<file path="src/rtl/drc_pkg.sv">
// Package for the 4096 x 1 strobe memory controller: timing and carriers
package drc_pkg;
  // Clock period in ps and derived cycle counts (125 MHz)
  localparam int CLK_PS = 8000;
  localparam int T_RAS_NS = 150;  // Row strobe low time, least
  localparam int T_RP_NS = 120;  // Row strobe precharge, least
  localparam int T_RCD_NS = 25;  // Row to column strobe delay, least
  localparam int T_CAS_NS = 135;  // Column strobe low time, least
  localparam int T_CWD_NS = 80;  // Column strobe to late write delay, least
  localparam int T_WP_NS = 55;  // Write strobe low time, least
  localparam int T_CAC_NS = 135;  // Access time from column strobe
  localparam int T_RFSH_US = 2000;  // Refresh period
  localparam int T_RAS_CYC = (T_RAS_NS * 1000 + CLK_PS - 1) / CLK_PS;
  localparam int T_RP_CYC = (T_RP_NS * 1000 + CLK_PS - 1) / CLK_PS;
  localparam int T_RCD_CYC = (T_RCD_NS * 1000 + CLK_PS - 1) / CLK_PS;
  localparam int T_CAS_CYC = (T_CAS_NS * 1000 + CLK_PS - 1) / CLK_PS;
  localparam int T_CWD_CYC = (T_CWD_NS * 1000 + CLK_PS - 1) / CLK_PS;
  localparam int T_WP_CYC = (T_WP_NS * 1000 + CLK_PS - 1) / CLK_PS;
  localparam int T_CAC_CYC = (T_CAC_NS * 1000 + CLK_PS - 1) / CLK_PS;
  localparam int ROWS = 64;
  // Worst wait for an access in flight before a due refresh can start
  localparam int REF_SLACK_CYC = 64;
  // Refresh interval per row, shortened by that wait so all rows fit in 2 ms
  localparam int REF_STEP_CYC =
    (T_RFSH_US * 1000000 / CLK_PS - REF_SLACK_CYC) / ROWS;
  localparam int POWER_UP_CYCLES = 8;
  localparam int ADDR_W = 12;
  localparam int HALF_W = 6;
  localparam int CNT_W = 16;

  // User request
  typedef struct packed {
    logic [ADDR_W-1:0] addr;
    logic write;
    logic late_write;  // Delayed write: read then write in one cycle
    logic deselect;  // Chip select held high for the access
    logic wdata;
  } drc_req_s;

  // Memory pins driven by the controller
  typedef struct packed {
    logic row_strobe_n;
    logic column_strobe_n;
    logic chip_select_n;
    logic write_enable_n;
    logic data_in;
    logic [HALF_W-1:0] multiplexed_address_inputs;
  } drc_pins_s;
endpackage

</file>
<file path="src/rtl/drc_ctrl.sv">
// Controller that drives a 4096 x 1 multiplexed-address dynamic memory
// Rules of the memory this block drives
// RULE_01: Row half of the 12-bit address goes out first, latched on row fall.
// RULE_02: Column half and chip select stand valid at the column strobe fall.
// RULE_03: Device latches write data on the later of write or column fall.
// RULE_04: Early write drops write enable before the column strobe falls; here both change on the same clock edge.
// RULE_05: Delayed write drops write enable only after the column strobe fell.
// RULE_06: Chip select high at column fall makes the device ignore writes.
// RULE_07: Reads hold write enable high the whole time column strobe is low.
// RULE_08: Device floats data out on every column strobe fall.
// RULE_09: Selected read or delayed write drives stored bit by access time.
// RULE_10: Selected early write drives the written bit by access time.
// RULE_11: Data out holds until the next column fall, row-only cycles aside.
// RULE_12: Column strobe without row strobe keeps data out floating.
// RULE_13: Deselected normal cycle keeps data out floating.
// RULE_14: Every one of 64 rows gets a cycle within each 2 ms.
// RULE_15: Refresh uses row-only cycles, so no cell is written.
// RULE_16: Long row-only runs may float data out until a column cycle.
// RULE_17: Refresh keeps column strobe high so shared outputs never fight.
// RULE_18: Row strobe goes only to selected devices for power saving; here it also falls for deselected accesses.
// RULE_19: Page mode holds row strobe low across several column cycles.
// RULE_20: In page mode chip select acts on each column cycle alone.
// RULE_21: At least 8 refresh cycles run before any user access.
// RULE_22: Write enable timing meets either early or delayed write limits.
// RULE_23: A 6-bit refresh row counter advances after each refresh.
`timescale 1ns/10ps
`default_nettype none
module drc_ctrl
  import drc_pkg::*;
(
  // Clock and reset
  input wire logic core_clk,
  input wire logic reset,
  // User request port
  input wire logic req_valid,
  input wire drc_req_s req,
  input wire logic req_page,  // Keep row open for a following same-row request
  output logic req_ready,
  output logic rsp_valid,
  output logic rsp_data,
  output logic init_done,
  // Memory pins
  output drc_pins_s mem,
  input wire logic mem_data_out,
  input wire logic mem_data_out_en
);
  typedef enum logic [2:0] {
    ST_INIT, ST_IDLE, ST_ROW, ST_COL, ST_WR, ST_CAS_UP, ST_REF
  } drc_state_e;

  drc_state_e state_reg;
  logic [CNT_W-1:0] timer_reg;
  logic [CNT_W-1:0] ref_timer_reg;
  logic ref_due_reg;
  logic [HALF_W-1:0] ref_row_reg;
  logic [3:0] init_cnt_reg;
  drc_req_s cur_reg;
  logic page_reg;

  // Cycle count as a sized timer value
  function automatic logic [CNT_W-1:0] cyc(input int n);
    return CNT_W'(n);
  endfunction

  wire logic timer_done = (timer_reg == '0);
  wire logic same_row = (req.addr[ADDR_W-1:HALF_W] ==
                         cur_reg.addr[ADDR_W-1:HALF_W]);

  // Refresh pacing; a pending refresh survives until its cycle ends
  always_ff @(posedge core_clk) begin
    if (reset) begin
      ref_timer_reg <= '0;
      ref_due_reg <= 1'b0;
    end else begin
      if (ref_timer_reg == cyc(REF_STEP_CYC - 1)) begin
        ref_timer_reg <= '0;
        ref_due_reg <= 1'b1;  // see RULE_14
      end else begin
        ref_timer_reg <= ref_timer_reg + 1'b1;
        if (state_reg == ST_REF && timer_done)
          ref_due_reg <= 1'b0;
      end
    end
  end

  // Refresh row counter and power-up count
  always_ff @(posedge core_clk) begin
    if (reset) begin
      ref_row_reg <= '0;
      init_cnt_reg <= '0;
      init_done <= 1'b0;
    end else if (state_reg == ST_REF && timer_done) begin
      ref_row_reg <= ref_row_reg + 1'b1;  // see RULE_23
      if (init_cnt_reg != 4'(POWER_UP_CYCLES))
        init_cnt_reg <= init_cnt_reg + 1'b1;
      if (init_cnt_reg == 4'(POWER_UP_CYCLES - 1))
        init_done <= 1'b1;  // see RULE_21
    end
  end

  // Main sequencer and pins
  always_ff @(posedge core_clk) begin
    if (reset) begin
      state_reg <= ST_INIT;
      timer_reg <= '0;
      cur_reg <= '0;
      page_reg <= 1'b0;
      req_ready <= 1'b0;
      rsp_valid <= 1'b0;
      rsp_data <= 1'b0;
      mem <= '{row_strobe_n: 1'b1, column_strobe_n: 1'b1,
               chip_select_n: 1'b1, write_enable_n: 1'b1,
               data_in: 1'b0, multiplexed_address_inputs: '0};
    end else begin
      rsp_valid <= 1'b0;
      req_ready <= 1'b0;
      if (!timer_done)
        timer_reg <= timer_reg - 1'b1;
      unique case (state_reg)
        ST_INIT, ST_IDLE: begin
          if (timer_done && (ref_due_reg || state_reg == ST_INIT)) begin
            // Row-only refresh keeps column strobe high: see RULE_15 RULE_17
            mem.multiplexed_address_inputs <= ref_row_reg;
            mem.row_strobe_n <= 1'b0;
            timer_reg <= cyc(T_RAS_CYC - 1);
            state_reg <= ST_REF;
          end else if (timer_done && init_done && req_valid) begin
            req_ready <= 1'b1;
            cur_reg <= req;
            // Row half first: see RULE_01
            mem.multiplexed_address_inputs <= req.addr[ADDR_W-1:HALF_W];
            // Row strobe drops only for a taken access; see RULE_18
            mem.row_strobe_n <= 1'b0;
            timer_reg <= cyc(T_RCD_CYC - 1);
            state_reg <= ST_ROW;
          end
        end
        ST_REF: if (timer_done) begin
          mem.row_strobe_n <= 1'b1;
          timer_reg <= cyc(T_RP_CYC - 1);
          state_reg <= init_done ? ST_IDLE : ST_INIT;
        end
        ST_ROW: if (timer_done) begin
          // Column, select and early write change in the same cycle as the fall
          mem.multiplexed_address_inputs <= cur_reg.addr[HALF_W-1:0];
          mem.chip_select_n <= cur_reg.deselect;  // see RULE_02 RULE_20
          mem.data_in <= cur_reg.wdata;
          // Early write: enable low with the column fall; see RULE_04
          mem.write_enable_n <= !(cur_reg.write && !cur_reg.late_write);
          mem.column_strobe_n <= 1'b0;
          timer_reg <= cyc(T_CWD_CYC - 1);
          state_reg <= ST_COL;
        end
        ST_COL: if (timer_done) begin
          if (cur_reg.write && cur_reg.late_write) begin
            mem.write_enable_n <= 1'b0;  // see RULE_05 RULE_22
            timer_reg <= cyc(T_WP_CYC - 1);
            state_reg <= ST_WR;
          end else begin
            // Read keeps enable high while column is low; see RULE_07
            timer_reg <= cyc(T_CAC_CYC - T_CWD_CYC);
            state_reg <= ST_WR;
          end
        end
        ST_WR: if (timer_done) begin
          // Sample data out after access time
          rsp_valid <= 1'b1;
          rsp_data <= mem_data_out_en ? mem_data_out : 1'b0;
          mem.column_strobe_n <= 1'b1;
          mem.write_enable_n <= 1'b1;
          mem.chip_select_n <= 1'b1;
          timer_reg <= cyc(T_RP_CYC - 1);
          page_reg <= req_page;
          state_reg <= ST_CAS_UP;
        end
        ST_CAS_UP: if (timer_done) begin
          // Page mode keeps row open for a same-row request; see RULE_19
          if (page_reg && req_valid && same_row && !ref_due_reg) begin
            req_ready <= 1'b1;
            cur_reg <= req;
            state_reg <= ST_ROW;
          end else begin
            mem.row_strobe_n <= 1'b1;
            timer_reg <= cyc(T_RP_CYC - 1);
            state_reg <= ST_IDLE;
          end
        end
        // The one unused state code falls back to idle
        default: state_reg <= ST_IDLE;
      endcase
    end
  end

  // Row strobe stays low for at least 8 cycles after each fall
  property p_ras_min;
    @(posedge core_clk) disable iff (reset)
      $fell(mem.row_strobe_n) |-> mem.row_strobe_n == 1'b0 [*8];
  endproperty
  a_ras_min: assert property (p_ras_min)  // see RULE_14
    else $error("row strobe too short");

  // Column strobe never falls without the row strobe low
  property p_cas_in_row;
    @(posedge core_clk) disable iff (reset)
      $fell(mem.column_strobe_n) |-> !mem.row_strobe_n;
  endproperty
  a_cas_in_row: assert property (p_cas_in_row)  // see RULE_01
    else $error("column without row");

  // Refresh cycles keep column strobe high
  property p_ref_no_cas;
    @(posedge core_clk) disable iff (reset)
      state_reg == ST_REF |-> mem.column_strobe_n;
  endproperty
  a_ref_no_cas: assert property (p_ref_no_cas)  // see RULE_17
    else $error("column in refresh");

  // Reads hold write enable high while column strobe is low
  property p_read_we_high;
    @(posedge core_clk) disable iff (reset)
      (!mem.column_strobe_n && !cur_reg.write) |-> mem.write_enable_n;
  endproperty
  a_read_we_high: assert property (p_read_we_high)  // see RULE_07
    else $error("write in read");

  // Late write falls only after the column strobe has been low
  property p_late_we;
    @(posedge core_clk) disable iff (reset)
      ($fell(mem.write_enable_n) && cur_reg.late_write)
        |-> $past(!mem.column_strobe_n, 1);
  endproperty
  a_late_we: assert property (p_late_we)  // see RULE_05
    else $error("late write too early");

  // No user access before power-up refreshes
  property p_init;
    @(posedge core_clk) disable iff (reset)
      req_ready |-> init_done;
  endproperty
  a_init: assert property (p_init)  // see RULE_21
    else $error("access before init");
endmodule  // drc_ctrl
`default_nettype wire

</file>
<file path="config.mk">
export PLATFORM = sky130hd
export DESIGN_NAME = drc_ctrl
export DESIGN_NICKNAME = d
export VERILOG_FILES = /design/src/rtl/drc_pkg.sv /design/src/rtl/drc_ctrl.sv
export SDC_FILE = /design/constraint.sdc
export NUM_CORES = 1
export LEC_CHECK = 0
export ABC_AREA = 1
export BUFFER_PORTS_ARGS = -buffer_cell sky130_fd_sc_hd__buf_2
export CAP_MARGIN = 20
export CORE_MARGIN = 2
export CORE_UTILIZATION = 55
export DETAILED_ROUTE_END_ITERATION = 7
export PLACE_DENSITY_LB_ADDON = 0.25
export SLEW_MARGIN = 20
export SYNTH_ARGS = -nofsm -noshare
export SYNTH_HDL_FRONTEND = slang
export SYNTH_SLANG_ARGS = --single-unit
</file>
<file path="constraint.sdc">
create_clock -name core_clk -period 2.45 [get_ports core_clk]
set_input_delay 0.1225 -clock core_clk [delete_from_list [all_inputs] [get_ports core_clk]]
set_output_delay 0.1225 -clock core_clk [all_outputs]
set_load 0.01 [all_outputs]
</file>
==> impl_metrics.csv <==
group,metric,value,unit
layout,layout_commonest_cell,"nand2_1",
drt,drt_pass1_iterations,5,
critical_path,critPathBufInv,2,
yosys,synth_top_cell_by_area,"dfxtp_1",
critical_path,cp.required,2.69,ns
grt,grt_pass1_vias,3961,
yosys,yosysWarnings,0,
drt,drtAntennaViolNets,0,
cts,h-tree-depth,3,
critical_path,reg2reg_from,"timer_reg[0]",
floorplanning,core_area,0.00761,mm^2
power_and_ir_drop,swShare,43.1,%
yosys,yosys-top-cells-area,"dfxtp_1 37%, nand2_1 11%, nor2_1 8.9%",
power_and_ir_drop,power_density,1100,mW/mm^2
floorplanning,dieArea,0.00843,mm^2
power_and_ir_drop,intPower,3.03,mW
floorplanning,dieWidth,91.8,um
cts,cts.sinks,78,
drt,vias_per_cell,5.20,
yosys,synth-seq-area-share,36.8,%
min_path,min_from,"req[3]",
layout,drive_above_1_share,15.0,%
sta,fin_crit_sh,88.3,%
place,io_buffers,36,
critical_path,cpMostUsedCell,"nand2_1",
layout,diodes,0,
grt,grt_pass1_wl,17400,um
critical_path,crit_chain,"inv_1, ha_1, nand3_4, nor2_1, nand3_4, ha_1, inv_1, nand2_1, nand2_1, nand2_1, nand2_1, o21bai_1, a21oi_1",
yosys,synthCells,619,
yosys,synth_flop_cell,"dfxtp_1",
min_path,hold_end,"cur_reg[3]",
drt,wirelength,10300,um
floorplanning,num_rows,32,
sta,setup_tns,0,ns
grt,grtUsageTotal,25.4,%
drt,drtIter0Drc,137,
floorplanning,initial_core_util,55.7,%
sta,min_period,2.16,ns
critical_path,ff2ff_setup_slack,0.29,ns
yosys,syn_avg_cell_area,6.85,um^2
power_and_ir_drop,fin_total_pwr,5.33,mW
critical_path,worstSetupPathType,"reg -> reg",
critical_path,arrival,2.40,ns
critical_path,cp_slowest_cell,"ha_1",
drt,wire_per_inst,13.2,um
layout,fin_util,63.9,%
critical_path,crit_path_max_incr_delay,0.36,ns
layout,final_cell_mix,"125 x nand2_1, 100 x nor2_1, 79 x inv_1, 78 x dfxtp_1, 37 x a21oi_1",
critical_path,cp_top_family,"simple AND/OR/NAND/NOR gates",
yosys,netlist_area,0.00424,mm^2
critical_path,crit_fanout,18,
critical_path,reg2reg_depth,13,
layout,syn2layout_area_growth,14.6,%
grt,grt_max_degree,33,
sta,drv_slew,0,
floorplanning,ios,37,
yosys,yosys.cell_types.count,44,
min_path,hold_depth,3,
cts,clockBufferDepth,2,
yosys,postSynth.asyncResetShare,0,%
run_status,outcome,"finished, final reports clean",
grt,grt_overflow,0,
place,gp_congestion,0.957,
yosys,synth_edf_count,0,
cts,clkLatencyLatePin,0.36,ns
power_and_ir_drop,leakage,2.20,nW
power_and_ir_drop,seq_power_share,32.4,%
sta,hold_viol,0,
cts,cts_tree,"yes",
layout,nets,701,
power_and_ir_drop,vdd_drop_max,0.614,mV
sta,holdWs,0.0216,ns
sta,tightest_slew,0.501,ns
cts,cts_root_buf,"clkbuf_8",
min_path,hp-class,"in -> reg",
power_and_ir_drop,power_frac_clock,20.2,%
critical_path,start_kind,"flip-flop",
sta,fin_skew,0.0111,ns
layout,finish.instance_area,0.00486,mm^2
cts,cts_buffers,9,
floorplanning,fp.dieH,91.8,um
yosys,synth_top_area_share,36.8,%
critical_path,cp-end-kind,"flip-flop",
power_and_ir_drop,power.switching,2.30,mW
sta,rsz0062_at_grt,"no",
sta,setup_viol,0,
place,dpl_cell_area,0.00453,mm^2
yosys,ys_ff_latch,78,
cts,clk_pin_slew_worst_paths,0.08,ns
power_and_ir_drop,combPwrFrac,47.5,%
place,dp_hpwl,7460,um
grt,antenna_found_initial,0,
job,drv_cap,0,
drt,vias,4036,
sta,max_freq,0.462,GHz
critical_path,rr_endpoint,"timer_reg[0]",
drt,drc,0,
sta,relSlewSlack,66.3,%
yosys,synth_nets,651,
-- metrics by stage --
step,setup WS [ns],instances
floorplan,0.456,619
global placement,0.264,750
detailed placement,0.191,750
CTS,0.159,775
global route,0.0391,776
finish,0.287,776
-- worst reg2reg max path: stages, from the launching register on --
cell	delay, ns
dfxtp_1	0.34
inv_1	0.11
ha_1	0.24
nand3_4	0.14
nor2_1	0.19
nand3_4	0.23
ha_1	0.36
inv_1	0.05
nand2_1	0.06
nand2_1	0.04
nand2_1	0.06
nand2_1	0.04
o21bai_1	0.13
a21oi_1	0.08
-- synth_stat cells, types with 2 or more instances --
cell type / count
nand3_1: 27
xor2_1: 9
xnor2_1: 6
nor2_1: 100
or2_2: 4
inv_1: 79
clkbuf_1: 4
ha_1: 10
nor3_2: 3
buf_2: 5
o21bai_1: 2
nand2_1: 125
a211oi_1: 3
buf_6: 2
nor4_1: 4
nand2_2: 14
nor2_2: 2
o211ai_1: 4
dfxtp_1: 78
a21oi_1: 37
o21ai_1: 6
nor3_1: 16
nand3_2: 2
nand3_4: 2
nand4_1: 8
nor2_4: 6
clkinv_1: 3
o21ai_0: 36
nor3b_1: 2
inv_2: 6
-- area by class of cell --
type	instances	area, um^2
Clock inverter	6	93.8
Multi-Input combinational cell	440	2280
Sequential cell	78	1560
Fill cell	705	2750
Timing Repair Buffer	51	330
Clock buffer	10	128
Inverter	89	335
Tap cell	102	128
-- cells by family after synthesis --
logic type,count (synthesis),share of synthesized area (%)
and+or+nand+nor,319,34.9
adders and majority gates,10,2.95
xor gates and xnor gates,15,3.10
AOI/OAI and AO/OA,96,12.7
buffers and inverters,101,9.47
DFF,78,36.8
-- worst max path at each step --
| stage | slack, ns | from | cells after the start | endpoint |
|---|---|---|---|---|
| 6_report | 0.29 | timer_reg[0] | 13 | timer_reg[0] |
| 5_1_grt | 0.04 | timer_reg[0] | 13 | timer_reg[0] |
| 4_1_cts | 0.16 | timer_reg[0] | 13 | timer_reg[0] |
| 3_5_place_dp | 0.19 | timer_reg[0] | 13 | timer_reg[0] |
| 3_3_place_gp | 0.26 | timer_reg[0] | 13 | timer_reg[0] |
| 2_1_floorplan | 0.46 | timer_reg[0] | 14 | timer_reg[0] |
-- routing by layer --
layer	GRT usage, %	vias to the layer above	part of all wire, %
li1	-	2074	-
met1	28.9	1856	43
met2	47.0	85	51
met3	4.85	21	3.6
met4	8.71	0	2.0
met5	0	-	0
-- timing repair --
| item | in CTS | in global routing |
|---|---|---|
| hold buffers | 9 | 1 |
| buffers inserted | 0 | 0 |
| hold endpoints to repair | 9 | 1 |
| setup endpoints to repair | 0 | 10 |
| gates resized for setup | 0 | 1 |
-- power by group through the flow --
stage,Clock [mW],Combinational (mW),Sequential (mW)
3_3_place_gp,0,2.43,1.74
4_1_cts,1.10,2.49,1.72
3_5_place_dp,0,2.46,1.75
2_1_floorplan,0,1.96,1.74
6_report,1.07,2.53,1.72
5_1_grt,1.14,2.89,1.75
Power figures use the tool's default switching activity.
